## src/common/acisp_pkg.sv

```systemverilog
package acisp_pkg;

   // ----------------------------------------
   // clock and timing
   // ----------------------------------------
   localparam int CLK_PERIOD_NS = 10;
   localparam int WAKE_LOW_TIME_NS = 60000;
   localparam int WAKE_HIGH_DELAY_NS = 2500000;
   localparam int WATCHDOG_TIME_NS = 1300000000;
   // least time rounds up, delay until ready rounds down
   localparam logic [31:0] WAKE_LOW_CYC = 32'((WAKE_LOW_TIME_NS + CLK_PERIOD_NS - 1) / CLK_PERIOD_NS);
   localparam logic [31:0] WAKE_HIGH_CYC = 32'(WAKE_HIGH_DELAY_NS / CLK_PERIOD_NS);
   localparam logic [31:0] WATCHDOG_CYC = 32'(WATCHDOG_TIME_NS / CLK_PERIOD_NS);

   // ----------------------------------------
   // input buffer
   // ----------------------------------------
   localparam int BUF_DEPTH = 84;
   localparam int BUF_PTR_W = 7;
   localparam int BYTE_W = 8;
   localparam logic [BUF_PTR_W-1:0] BUF_LAST = 7'h53;

   // ----------------------------------------
   // address byte fields and word addresses
   // ----------------------------------------
   localparam int RW_BIT = 0;
   localparam int THRESH_SEL_BIT = 3;
   localparam logic [7:0] WA_RESET = 8'h00;
   localparam logic [7:0] WA_SLEEP = 8'h01;
   localparam logic [7:0] WA_IDLE = 8'h02;
   localparam logic [7:0] WA_COMMAND = 8'h03;
   localparam logic [3:0] BITS_PER_BYTE = 4'h8;

endpackage : acisp_pkg

```

## src/common/acisp_line_if.sv

```systemverilog
`timescale 1ns/1ns
interface acisp_line_if;
   logic scl;
   logic sda;
   logic scl_rise;
   logic scl_fall;
   logic start;
   logic stop;

   modport sampler (output scl, output sda, output scl_rise, output scl_fall, output start, output stop);
   modport core (input scl, input sda, input scl_rise, input scl_fall, input start, input stop);
endinterface : acisp_line_if

```

## src/logic/acisp_i2c_slave.sv

```systemverilog
`timescale 1ns/1ns

module acisp_i2c_slave #(
   parameter logic [31:0] WAKE_LOW_CYCLES = acisp_pkg::WAKE_LOW_CYC,
   parameter logic [31:0] WAKE_HIGH_CYCLES = acisp_pkg::WAKE_HIGH_CYC,
   parameter logic [31:0] WATCHDOG_CYCLES = acisp_pkg::WATCHDOG_CYC
) (
   // clock and reset
   input wire logic core_clk_in,
   input wire logic rst_n_in,
   // two-wire bus
   input wire logic scl_in,
   input wire logic sda_in,
   output logic sda_out,
   output logic sda_oe_out,
   // configuration
   input wire logic [7:0] cfg_bus_addr_in,
   output logic thresh_sel_out,
   // command engine
   input wire logic exec_done_in,
   input wire logic [acisp_pkg::BUF_PTR_W-1:0] buf_rd_addr_in,
   output logic [acisp_pkg::BYTE_W-1:0] buf_rd_data_out,
   output logic [acisp_pkg::BUF_PTR_W-1:0] buf_len_out,
   output logic cmd_start_out,
   output logic busy_out,
   // power state
   output logic awake_out,
   output logic sleep_out,
   output logic idle_out
);

   // ----------------------------------------
   // types and state
   // ----------------------------------------
   typedef enum logic [1:0] {ST_ASLEEP, ST_WAKE_LOW, ST_WAKE_HIGH, ST_AWAKE} acisp_state_t;
   typedef enum logic [2:0] {PH_NONE, PH_ADDR, PH_WORD, PH_DATA, PH_SKIP} acisp_phase_t;
   typedef enum logic [1:0] {LP_NONE, LP_SLEEP, LP_IDLE} acisp_lp_t;

   acisp_line_if line ();

   acisp_state_t state_reg, state_next;
   acisp_phase_t phase_reg, phase_next;
   acisp_lp_t lp_pend_reg, lp_pend_next;
   logic [31:0] tmr_reg, tmr_next;
   logic [31:0] wdog_reg, wdog_next;
   logic [3:0] bit_cnt_reg, bit_cnt_next;
   logic [7:0] shift_reg, shift_next;
   logic ack_slot_reg, ack_slot_next;
   logic sda_oe_reg, sda_oe_next;
   logic [acisp_pkg::BUF_PTR_W-1:0] ptr_reg, ptr_next;
   logic [7:0] count_reg, count_next;
   logic complete_reg, complete_next;
   logic busy_reg, busy_next;
   logic cmd_start_reg, cmd_start_next;
   logic sleep_reg, sleep_next;
   logic idle_reg, idle_next;
   logic thresh_reg, thresh_next;
   logic wr_en;
   logic [7:0] eff_count;
   logic accept;

   // ----------------------------------------
   // line sampling and input buffer
   // ----------------------------------------
   acisp_line_sampler u_sampler (
      .core_clk_in(core_clk_in),
      .rst_n_in(rst_n_in),
      .scl_in(scl_in),
      .sda_in(sda_in),
      .line(line)
   );

   acisp_cmd_buffer u_buffer (
      .core_clk_in(core_clk_in),
      .rst_n_in(rst_n_in),
      .wr_en_in(wr_en),
      .wr_addr_in(ptr_reg),
      .wr_data_in(shift_reg),
      .rd_addr_in(buf_rd_addr_in),
      .rd_data_out(buf_rd_data_out)
   );

   // first byte written is the count itself
   assign eff_count = (ptr_reg == '0) ? shift_reg : count_reg;
   assign accept = (ptr_reg <= acisp_pkg::BUF_LAST) && (ptr_reg == '0 || {1'b0, ptr_reg} < count_reg)
                   && !busy_reg;

   // ----------------------------------------
   // next state
   // ----------------------------------------
   always_comb begin
      state_next = state_reg;
      phase_next = phase_reg;
      lp_pend_next = lp_pend_reg;
      tmr_next = tmr_reg;
      wdog_next = wdog_reg;
      bit_cnt_next = bit_cnt_reg;
      shift_next = shift_reg;
      ack_slot_next = ack_slot_reg;
      sda_oe_next = sda_oe_reg;
      ptr_next = ptr_reg;
      count_next = count_reg;
      complete_next = complete_reg;
      busy_next = busy_reg;
      cmd_start_next = 1'b0;
      sleep_next = 1'b0;
      idle_next = 1'b0;
      thresh_next = cfg_bus_addr_in[acisp_pkg::THRESH_SEL_BIT];
      wr_en = 1'b0;

      // engine finished: buffer is free for the next command
      if (busy_reg && exec_done_in) begin
         busy_next = 1'b0;
         ptr_next = '0;
         count_next = 8'h00;
         complete_next = 1'b0;
      end

      unique case (state_reg)
         ST_ASLEEP: begin
            // clock activity has no path into this state
            sda_oe_next = 1'b0;
            if (!line.sda) begin
               state_next = ST_WAKE_LOW;
               tmr_next = 32'h0000_0001;
            end
         end
         ST_WAKE_LOW: begin
            if (line.sda) begin
               // a zero byte on a slow bus also qualifies, on every device
               if (tmr_reg > WAKE_LOW_CYCLES) begin
                  state_next = ST_WAKE_HIGH;
                  tmr_next = 32'h0000_0000;
               end else begin
                  state_next = ST_ASLEEP;
               end
            end else if (tmr_reg <= WAKE_LOW_CYCLES) begin
               tmr_next = tmr_reg + 32'h0000_0001;
            end
         end
         ST_WAKE_HIGH: begin
            // clock enabled only once the delay has run out
            if (tmr_reg >= WAKE_HIGH_CYCLES) begin
               state_next = ST_AWAKE;
               phase_next = PH_NONE;
               lp_pend_next = LP_NONE;
               wdog_next = 32'h0000_0000;
               bit_cnt_next = 4'h0;
               ack_slot_next = 1'b0;
            end else begin
               tmr_next = tmr_reg + 32'h0000_0001;
            end
         end
         ST_AWAKE: begin
            // a long low on data here is ordinary traffic, never a wake
            wdog_next = wdog_reg + 32'h0000_0001;
            if (wdog_reg >= WATCHDOG_CYCLES) begin
               // stuck bus or forgotten device: drop pointer, count and completion; busy is kept
               state_next = ST_ASLEEP;
               sda_oe_next = 1'b0;
               ptr_next = '0;
               count_next = 8'h00;
               complete_next = 1'b0;
               sleep_next = 1'b1;
            end else if (line.stop) begin
               phase_next = PH_NONE;
               sda_oe_next = 1'b0;
               ack_slot_next = 1'b0;
               if (lp_pend_reg == LP_SLEEP) begin
                  state_next = ST_ASLEEP;
                  ptr_next = '0;
                  count_next = 8'h00;
                  complete_next = 1'b0;
                  sleep_next = 1'b1;
               end else if (lp_pend_reg == LP_IDLE) begin
                  // buffer and engine state are left untouched
                  state_next = ST_ASLEEP;
                  idle_next = 1'b1;
               end else if (complete_reg && !busy_reg) begin
                  busy_next = 1'b1;
                  cmd_start_next = 1'b1;
                  complete_next = 1'b0;
               end
               lp_pend_next = LP_NONE;
            end else if (line.start) begin
               // repeated start restarts framing at the address byte
               phase_next = PH_ADDR;
               bit_cnt_next = 4'h0;
               ack_slot_next = 1'b0;
               sda_oe_next = 1'b0;
            end else if (line.scl_rise && phase_reg != PH_NONE && phase_reg != PH_SKIP
                         && bit_cnt_reg < acisp_pkg::BITS_PER_BYTE) begin
               shift_next = {shift_reg[6:0], line.sda};
               bit_cnt_next = bit_cnt_reg + 4'h1;
            end else if (line.scl_fall && ack_slot_reg) begin
               // end of ninth clock: hand the line back
               sda_oe_next = 1'b0;
               ack_slot_next = 1'b0;
               bit_cnt_next = 4'h0;
            end else if (line.scl_fall && bit_cnt_reg == acisp_pkg::BITS_PER_BYTE) begin
               ack_slot_next = 1'b1;
               sda_oe_next = 1'b0;
               unique case (phase_reg)
                  PH_ADDR: begin
                     if (shift_reg[7:1] != cfg_bus_addr_in[7:1]) begin
                        phase_next = PH_SKIP;
                     end else if (busy_reg) begin
                        phase_next = PH_SKIP;
                     end else if (shift_reg[acisp_pkg::RW_BIT]) begin
                        // read data is served elsewhere; address is acknowledged, then the line floats
                        sda_oe_next = 1'b1;
                        phase_next = PH_SKIP;
                     end else begin
                        sda_oe_next = 1'b1;
                        phase_next = PH_WORD;
                     end
                  end
                  PH_WORD: begin
                     phase_next = PH_SKIP;
                     if (shift_reg == acisp_pkg::WA_RESET) begin
                        sda_oe_next = 1'b1;
                        ptr_next = '0;
                        count_next = 8'h00;
                        complete_next = 1'b0;
                     end else if (shift_reg == acisp_pkg::WA_SLEEP) begin
                        sda_oe_next = 1'b1;
                        lp_pend_next = LP_SLEEP;
                     end else if (shift_reg == acisp_pkg::WA_IDLE) begin
                        sda_oe_next = 1'b1;
                        lp_pend_next = LP_IDLE;
                     end else if (shift_reg == acisp_pkg::WA_COMMAND) begin
                        sda_oe_next = 1'b1;
                        phase_next = PH_DATA;
                     end
                  end
                  PH_DATA: begin
                     if (accept) begin
                        // appended after whatever earlier blocks left
                        wr_en = 1'b1;
                        sda_oe_next = 1'b1;
                        ptr_next = ptr_reg + 7'h01;
                        count_next = eff_count;
                        complete_next = ({1'b0, ptr_reg} + 8'h01) >= eff_count;
                     end
                  end
                  default: begin
                     phase_next = PH_SKIP;
                  end
               endcase
            end
         end
      endcase
   end

   // ----------------------------------------
   // registers
   // ----------------------------------------
   always_ff @(posedge core_clk_in or negedge rst_n_in) begin
      if (!rst_n_in) begin
         state_reg <= ST_ASLEEP;
         phase_reg <= PH_NONE;
         lp_pend_reg <= LP_NONE;
         tmr_reg <= 32'h0000_0000;
         wdog_reg <= 32'h0000_0000;
         bit_cnt_reg <= 4'h0;
         shift_reg <= 8'h00;
         ack_slot_reg <= 1'b0;
         sda_oe_reg <= 1'b0;
         ptr_reg <= '0;
         count_reg <= 8'h00;
         complete_reg <= 1'b0;
         busy_reg <= 1'b0;
         cmd_start_reg <= 1'b0;
         sleep_reg <= 1'b0;
         idle_reg <= 1'b0;
         thresh_reg <= 1'b0;
      end else begin
         state_reg <= state_next;
         phase_reg <= phase_next;
         lp_pend_reg <= lp_pend_next;
         tmr_reg <= tmr_next;
         wdog_reg <= wdog_next;
         bit_cnt_reg <= bit_cnt_next;
         shift_reg <= shift_next;
         ack_slot_reg <= ack_slot_next;
         sda_oe_reg <= sda_oe_next;
         ptr_reg <= ptr_next;
         count_reg <= count_next;
         complete_reg <= complete_next;
         busy_reg <= busy_next;
         cmd_start_reg <= cmd_start_next;
         sleep_reg <= sleep_next;
         idle_reg <= idle_next;
         thresh_reg <= thresh_next;
      end
   end

   // ----------------------------------------
   // outputs
   // ----------------------------------------
   // open drain: the driven level is always low
   assign sda_out = 1'b0;
   assign sda_oe_out = sda_oe_reg;
   assign thresh_sel_out = thresh_reg;
   assign buf_len_out = ptr_reg;
   assign cmd_start_out = cmd_start_reg;
   assign busy_out = busy_reg;
   assign awake_out = (state_reg == ST_AWAKE);
   assign sleep_out = sleep_reg;
   assign idle_out = idle_reg;

endmodule : acisp_i2c_slave

```

## src/logic/acisp_line_sampler.sv

```systemverilog
`timescale 1ns/1ns
module acisp_line_sampler (
   // clock and reset
   input wire logic core_clk_in,
   input wire logic rst_n_in,
   // bus pins
   input wire logic scl_in,
   input wire logic sda_in,
   // events
   acisp_line_if.sampler line
);

   logic [1:0] scl_sync_reg, scl_sync_next;
   logic [1:0] sda_sync_reg, sda_sync_next;
   logic scl_prev_reg, scl_prev_next;
   logic sda_prev_reg, sda_prev_next;

   always_comb begin
      scl_sync_next = {scl_sync_reg[0], scl_in};
      sda_sync_next = {sda_sync_reg[0], sda_in};
      scl_prev_next = scl_sync_reg[1];
      sda_prev_next = sda_sync_reg[1];
   end

   always_ff @(posedge core_clk_in or negedge rst_n_in) begin
      if (!rst_n_in) begin
         scl_sync_reg <= 2'h3;
         sda_sync_reg <= 2'h3;
         scl_prev_reg <= 1'b1;
         sda_prev_reg <= 1'b1;
      end else begin
         scl_sync_reg <= scl_sync_next;
         sda_sync_reg <= sda_sync_next;
         scl_prev_reg <= scl_prev_next;
         sda_prev_reg <= sda_prev_next;
      end
   end

   // only the second stage and its delayed copy feed any logic
   assign line.scl = scl_sync_reg[1];
   assign line.sda = sda_sync_reg[1];
   assign line.scl_rise = scl_sync_reg[1] && !scl_prev_reg;
   assign line.scl_fall = !scl_sync_reg[1] && scl_prev_reg;
   // sda moving while scl is high both before and after
   assign line.start = scl_sync_reg[1] && scl_prev_reg && sda_prev_reg && !sda_sync_reg[1];
   assign line.stop = scl_sync_reg[1] && scl_prev_reg && !sda_prev_reg && sda_sync_reg[1];

endmodule : acisp_line_sampler

```

## src/logic/acisp_cmd_buffer.sv

```systemverilog
`timescale 1ns/1ns
module acisp_cmd_buffer (
   // clock and reset
   input wire logic core_clk_in,
   input wire logic rst_n_in,
   // write port
   input wire logic wr_en_in,
   input wire logic [acisp_pkg::BUF_PTR_W-1:0] wr_addr_in,
   input wire logic [acisp_pkg::BYTE_W-1:0] wr_data_in,
   // read port
   input wire logic [acisp_pkg::BUF_PTR_W-1:0] rd_addr_in,
   output logic [acisp_pkg::BYTE_W-1:0] rd_data_out
);

   logic [acisp_pkg::BYTE_W-1:0] mem [acisp_pkg::BUF_DEPTH];
   logic [acisp_pkg::BYTE_W-1:0] rd_data_next;

   always_comb begin
      rd_data_next = 8'hff;
      if (rd_addr_in <= acisp_pkg::BUF_LAST) begin
         rd_data_next = mem[rd_addr_in];
      end
   end

   // array holds no reset; contents only count below the write pointer
   always_ff @(posedge core_clk_in) begin
      if (wr_en_in && wr_addr_in <= acisp_pkg::BUF_LAST) begin
         mem[wr_addr_in] <= wr_data_in;
      end
   end

   always_ff @(posedge core_clk_in or negedge rst_n_in) begin
      if (!rst_n_in) begin
         rd_data_out <= 8'h00;
      end else begin
         rd_data_out <= rd_data_next;
      end
   end

endmodule : acisp_cmd_buffer

```

## config.mk

```make
export PLATFORM = sky130hd
export DESIGN_NAME = acisp_i2c_slave
export DESIGN_NICKNAME = d
export VERILOG_FILES = /design/src/common/acisp_pkg.sv /design/src/common/acisp_line_if.sv /design/src/logic/acisp_i2c_slave.sv /design/src/logic/acisp_line_sampler.sv /design/src/logic/acisp_cmd_buffer.sv
export SDC_FILE = /design/constraint.sdc
export NUM_CORES = 1
export LEC_CHECK = 0
export ABC_AREA = 1
export BUFFER_PORTS_ARGS = -buffer_cell sky130_fd_sc_hd__clkbuf_2
export CAP_MARGIN = 20
export CORE_ASPECT_RATIO = 1.1
export CORE_UTILIZATION = 45
export CTS_CLUSTER_SIZE = 24
export DETAILED_ROUTE_END_ITERATION = 6
export HOLD_SLACK_MARGIN = 0.02
export PLACE_DENSITY_LB_ADDON = 0.25
export SLEW_MARGIN = 0
export SYNTH_ARGS = -nofsm -noshare
export SYNTH_HDL_FRONTEND = slang
export SYNTH_HIERARCHICAL = 1
export SYNTH_SLANG_ARGS = --single-unit
```

## constraint.sdc

```tcl
create_clock -name core_clk_in -period 3.39 [get_ports core_clk_in]
set_input_delay 0.678 -clock core_clk_in [delete_from_list [all_inputs] [get_ports core_clk_in]]
set_output_delay 0.678 -clock core_clk_in [all_outputs]
set_load 0.1 [all_outputs]
```

# [After elaboration in Yosys (flattened, before gate mapping)]
# Memories as Yosys holds them, arrays and structs flattened.
# Cells that the tools add are included.
[totals] inputBits=20 word_cells=265 output_inout_bits=23 n_memories=1 regBits=120 ramBits=672
[classes] n_lt_le_gt_ge=9 bitwise=3 reduce_logical=39 n_mux=147 eq_ne=39 addsub=5
[mem_list] name="u_buffer.mem" depth=84 width=8 read_ports=1 rd_clocked_by_memory_dff=0 wr=1 line_no="acisp_cmd_buffer.sv:15" rtl="logic [acisp_pkg::BYTE_W-1:0] mem [acisp_pkg::BUF_DEPTH];"
[op_table] op="$mux 32" count=6
[op_table] op="$mux 8" count=13
[op_table] op="$pmux 32 s3" count=1
[op_table] op="$mux 7" count=11
[op_table] op="$mux 1" count=65
[op_table] op="$add 32x1->32 const B" count=2
[op_table] op="$pmux 32 s2" count=1
[op_table] op="$mux 3" count=14
[op_table] op="$mux 2" count=19
[op_table] op="$ge 32x18->1 const B" count=1
[op_table] op="$ge 32x27->1 const B" count=1
[op_table] op="$gt 32x13->1 const B" count=1
[op_table] op="$le 32x13->1 const B" count=1
[op_table] op="$reduce_and 5->1" count=5
[op_table] op="$mux 4" count=6
[op_table] op="$logic_and 1x1->1" count=17
[op_table] op="$eq 8x2->1 const B" count=2
[op_table] op="$ne 4x1->1 const B" count=4
[op_table] op="$pmux 8 s2" count=1
[op_table] op="$ne 3x3->1 const B" count=5
[op_table] op="$le 7x7->1 const B" count=2
[op_table] op="$pmux 7 s2" count=1
[op_table] op="$ne 4x4->1 const B" count=3
[op_table] op="$ne 2x2->1 const B" count=5
[op_table] op="other kinds (38)" count=55

# [Longest topological paths before layout]
[logic_depth] ltp_word=16 depth_mapped=24 ltp_nobuf=24

# [Modules after synthesis]
# Netlist, hierarchy kept.
[modules_own_cells] module="acisp_cmd_buffer" area_per_inst_um2=28642.5 cells_per_inst=2627 seq_area_each_um2=20379.5 n_inst=1
[modules_own_cells] module="acisp_i2c_slave" area_per_inst_um2=7972.6 cells_per_inst=1221 seq_area_each_um2=2652.5 n_inst=1
[modules_own_cells] module="acisp_line_sampler" area_per_inst_um2=198.9 cells_per_inst=17 seq_area_each_um2=157.7 n_inst=1

# [Worst setup path after synthesis]
# No wires, ideal clock.
[synth_path] path_kind="reg2reg" start="reg ptr_reg, in the netlist buf_len_out[5]" end="mem u_buffer/mem[80][0] in the netlist's numbering, enable pin" required_ns=3.020 stages_incl_launch_ff=17 path_slack_ns=-0.505 arrival_time_ns=3.525 path_cell_list="dfrtp_1 ha_1 nand2_1 nand2_1 nand2_1 nand2_1 nand3_1 nand2_1 nor2_2 buf_2 nand3_1 nor4_1 o21ai_2 a21oi_4 nand4_1 buf_2 nor2_1"
[synth_via] elab_chain_cells=16 word_cells_on_any_way=18 classes_between="order compare: 2; mux: 11; reduce/logical: 5"
[synth_rtl] item="start, declared" line_no="acisp_i2c_slave.sv:50" rtl="logic [acisp_pkg::BUF_PTR_W-1:0] ptr_reg, ptr_next;"
[synth_rtl] item="start signal, assigned" line_no="acisp_i2c_slave.sv:287" rtl="ptr_reg <= ptr_next;"
[synth_rtl] item="$lt 7x8->1 or $logic_not 7->1 (tied branches)" line_no="acisp_i2c_slave.sv:85" rtl="assign accept = (ptr_reg <= acisp_pkg::BUF_LAST) && (ptr_reg == '0 || {1'b0, ptr_reg} < count_reg)"
[synth_rtl] item="$logic_or 1x1->1" line_no="acisp_i2c_slave.sv:85"
[synth_rtl] item="$logic_and 1x1->1 (*)" line_no="acisp_i2c_slave.sv:85"
[synth_rtl] item="$logic_and 1x1->1 (*)" line_no="acisp_i2c_slave.sv:86" rtl="&& !busy_reg;"
[synth_rtl] item="$mux 1 (*)" line_no="acisp_i2c_slave.sv:237" rtl="if (accept) begin"
[synth_rtl] item="$mux 1 (*)" line_no="acisp_i2c_slave.sv:203" rtl="unique case (phase_reg)"
[synth_rtl] item="$mux 1 (*)" line_no="acisp_i2c_slave.sv:200" rtl="end else if (line.scl_fall && bit_cnt_reg == acisp_pkg::BITS_PER_BYTE) begin"
[synth_rtl] item="$mux 1 (*)" line_no="acisp_i2c_slave.sv:195" rtl="end else if (line.scl_fall && ack_slot_reg) begin"
[synth_rtl] item="$mux 1 (*)" line_no="acisp_i2c_slave.sv:191" rtl="end else if (line.scl_rise && phase_reg != PH_NONE && phase_reg != PH_SKIP"
[synth_rtl] item="$mux 1 (*)" line_no="acisp_i2c_slave.sv:185" rtl="end else if (line.start) begin"
[synth_rtl] item="$mux 1 (*)" line_no="acisp_i2c_slave.sv:165" rtl="end else if (line.stop) begin"
[synth_rtl] item="$mux 1 (*)" line_no="acisp_i2c_slave.sv:157" rtl="if (wdog_reg >= WATCHDOG_CYCLES) begin"
[synth_rtl] item="$mux 1 (*)" line_no="acisp_i2c_slave.sv:119" rtl="unique case (state_reg)"
[synth_rtl] item="net wr_en" line_no="acisp_i2c_slave.sv:58" rtl="logic wr_en;"
[synth_rtl] item="$logic_and 1x1->1 (*)" line_no="acisp_cmd_buffer.sv:27" rtl="if (wr_en_in && wr_addr_in <= acisp_pkg::BUF_LAST) begin"
[synth_rtl] item="$mux 1 (*)" line_no="acisp_cmd_buffer.sv:27"
[synth_rtl] item="$mux 1 (implied by the code) (*)" line_no="acisp_cmd_buffer.sv:28" rtl="mem[wr_addr_in] <= wr_data_in;"
[synth_rtl] item="end, declared" line_no="acisp_cmd_buffer.sv:15"
# Mark *: on every way through the listed nets, which the timed path passes. The rest lies on a longest branch.

# [Worst setup path in the final report]
[layout_path] start="reg ptr_reg, in the netlist buf_len_out[1]" end="mem u_buffer/mem[42][6] in the netlist's numbering, enable pin"
# The elaborated chain is that of the path after synthesis.

==> results.yml <==
logic_synthesis:
  synth_top_cell_by_area: "edfxtp_1"
  syn_area_mm2: 0.0368
  netlist.area_leader.share_pct: 54.8
  avgSynthCellArea_um2: 9.52
  ys_ff_latch: 792
  synth_fp_nets: 3914
  synth.area.top_cells: "edfxtp_1, nand2_1, dfrtp_1, nand3_1, nor2_1"
  yosysSeqAreaShare_pct: 63.0
  synthFlopType: "edfxtp_1"
  synthArstFlopShare_pct: 15.2
  syn_inst: 3865
  ys.warnings.count: 6
  synth_edf_count: 672
  synth_cell_types: 47
setup_path:
  path_cells: "inv_1, ha_1, inv_1, nor2_1, nand3_2, nand3_1, nand2_1, nor2_2, nand3_2, nor4_2, buf_4, o21ai_2, a21oi_4, nand4_1, buf_4, nor2_4"
  cp_slowest_cell: "dfrtp_4"
  setup.worst_path.start: "buf_len_out[1]"
  reg2reg_slack_ns: 0.21
  r2r-start: "buf_len_out[1]"
  critical_path_arrival_ns: 3.48
  critPathCaptureType: "flop"
  critPathRequiredTime_ns: 3.69
  cpPeakStageDelay_ns: 0.50
  cp-start-kind: "flop"
  crit_type: "reg2reg"
  path_max_fanout: 8
cells_and_area:
  fin_nets: 3994
  final_cells: 5068
  drive_gt1_share_pct: 9.92
  area_delta_synth_final_pct: 13.2
  largest_reg_flops: 672
  stdcell_area_mm2: 0.0417
cts:
  cts.clk_slew.worst_paths_ns: 0.06
  cts_made_buffers: 83
  htree_levels: 3
  cts_tree: "done"
  worstSkewPairLatency_ns: 0.64
  root_buffer: "clkbuf_16"
  cts_buffer_depth: 3
  numClockSinks: 792
placement:
  placedInstanceArea_mm2: 0.0389
  post-place-cells: 4911
  dp_hpwl_um: 57000
  io_buffers: 40
  finalWeightedCongestion: 0.916
floorplan:
  fp.dieW_um: 275
  die_h_um: 302
  num_rows: 109
  core-area_mm2: 0.0807
  start_util_pct: 45.6
  die-area_mm2: 0.0830
  ios: 43
power:
  leakage_nw: 16.4
  fin_total_pwr_mw: 21.2
  powerDensity_mw_per_mm2: 508
  vdd_ir_drop_max_v: 0.000404
sta:
  final-hold-violation-count: 0
  fin_skew_ns: 0.0245
  max_freq_ghz: 0.314
  finalSetupViolCount: 0
  finalCritPeriodShare_pct: 93.9
  setup_tns_ns: 0
  slew_violations: 0
  slew_headroom_pct: 29.3
  tightest_slew_ns: 1.06
  rsz0062_at_grt: "false"
  layout_min_cycle_time_ns: 3.18
job:
  drv_cap: 0
routing:
  via_per_inst: 5.24
  first_iter_violations: 2076
  ant_nets: 0
  wl_per_cell_um: 18.3
  dr.pass1.iters: 7
  vias: 26531
  drc: 4
  totalWireLength_um: 92500
worst_hold_path:
  hold_path_class: "in2reg"
  min_from: "sda_in"
grt:
  grt_pass1_wl_um: 143000
  grt_max_degree: 110
  grt_pass1_vias: 25302
  antenna_found_initial: 0
  track_usage_pct: 22.4
  grt-ovfl-total: 0
run_status:
  status: "finished, violations left"
  violations: "design-rule violations"
metrics by stage:
step	hold slack [ns]	util, %	setup slack, ns
after floorplan	0.345	-	-0.0399
after global placement	0.346	48.2	0.0957
after detailed placement	0.347	48.2	0.126
after CTS	0.0952	51.6	0.0920
after global routing	0.107	51.6	0.0156
final	0.127	51.6	0.206
per-layer routing:
| layer | track usage, % | vias up | routed length [um] |
|---|---|---|---|
| met4 | 8.27 | 0 | 2980 |
| met5 | 0 | - | 0 |
| li1 | - | 12970 | - |
| met3 | 2.84 | 165 | 5500 |
| met1 | 30.0 | 12577 | 39700 |
| met2 | 37.4 | 819 | 44400 |
timing repair:
| item | 4_1_cts | 5_1_grt |
|---|---|---|
| setup buffers | 0 | 1 |
| endpoints found under the setup margin | 0 | 349 |
| hold buffers | 1 | 0 |
| gates resized for setup | 0 | 2 |
| endpoints found under the hold margin | 24 | 0 |
path summary, 6_finish.rpt:
check / endpoint / cells after the start
worst max register to register: u_buffer/mem[42][6] / 16
min in group asynchronous: count_reg[0] / 2
worst min register to register: u_sampler/sda_sync_reg[1] / 0
max in group asynchronous: tmr_reg[18] / 3
worst min-delay path: u_sampler/sda_sync_reg[0] / 1
worst max-delay path: u_buffer/mem[42][6] / 16
worst max-delay path, delay by kind of cell (launching register included):
| kind | cells | cell delay (ns) |
|---|---|---|
| AOI/OAI and AO/OA | 2 | 0.34 |
| DFF | 1 | 0.50 |
| adders and majority gates | 1 | 0.14 |
| buffers and inverters | 4 | 0.58 |
| and+or+nand+nor | 9 | 1.26 |
kinds of logic after synthesis:
| group | count (synthesis) | synth area share (%) |
|---|---|---|
| xor gates and xnor gates | 28 | 0.666 |
| buffers and inverters | 582 | 6.61 |
| DFF | 792 | 63.0 |
| AOI/OAI and AO/OA | 321 | 4.77 |
| adders and majority gates | 29 | 0.986 |
| other | 1 | 0.0102 |
| and+or+nand+nor | 2112 | 24.0 |
final cells by class:
type / count / area (um2)
clock inverters: 41 / 440
flip-flops and latches: 792 / 23200
diodes: 1 / 2.50
multi-input cells: 2491 / 11400
inverters: 403 / 1520
well taps: 1054 / 1320
repair buffers: 174 / 1510
fillers: 7330 / 39100
clock buffers: 112 / 2250
cells in the mapped netlist, drive strengths merged, types with 3 or more instances:
| library cell | count |
|---|---|
| nand4 | 56 |
| clkinv | 4 |
| o21a | 3 |
| o22ai | 12 |
| nor2 | 441 |
| xnor2 | 7 |
| nor3 | 34 |
| a21oi | 67 |
| o211ai | 31 |
| o21ai | 191 |
| edfxtp | 672 |
| clkbuf | 40 |
| ha | 29 |
| buf | 139 |
| xor2 | 21 |
| a31oi | 7 |
| dfstp | 6 |
| dfrtp | 114 |
| nand3 | 403 |
| o31ai | 7 |
| nand2 | 1164 |
| nor4 | 11 |
| inv | 399 |
placed cells by master, fill, tap and decap left out, drive strengths merged:
cell type    Yosys  layout
nor3b            1       1
edfxtp         672     672
o21a             3       3
a31oi            7       7
clkbuf          40     148
o31ai            7       7
nor4            11      11
and3             1       1
dlygate4sd3      0       1
nand2         1164    1164
nand3          403     403
dfrtp          114     114
conb             1       1
nor2           441     441
xor2            21      21
o21ai          191     191
or2              1       1
o211ai          31      31
nor3            34      34
a21o             1       1
xnor2            7       7
buf            139     137
clkinvlp         0       2
bufinv           0       6
diode            0       1
inv            399     401
clkinv           4      35
dfstp            6       6
ha              29      29
o22ai           12      12
a211oi           1       1
a221oi           1       1
a21oi           67      67
nand4           56      56
power by group:
group	internal [mW]	switching, mW	total (mW)	leakage, nW
clock	5.16	3.78	8.94	1.31
combinational	0.431	1.25	1.68	8.93
sequential	10.5	0.0514	10.5	6.20
total	16.1	5.08	21.2	16.4
No activity file was read; power rests on OpenSTA's default activity.
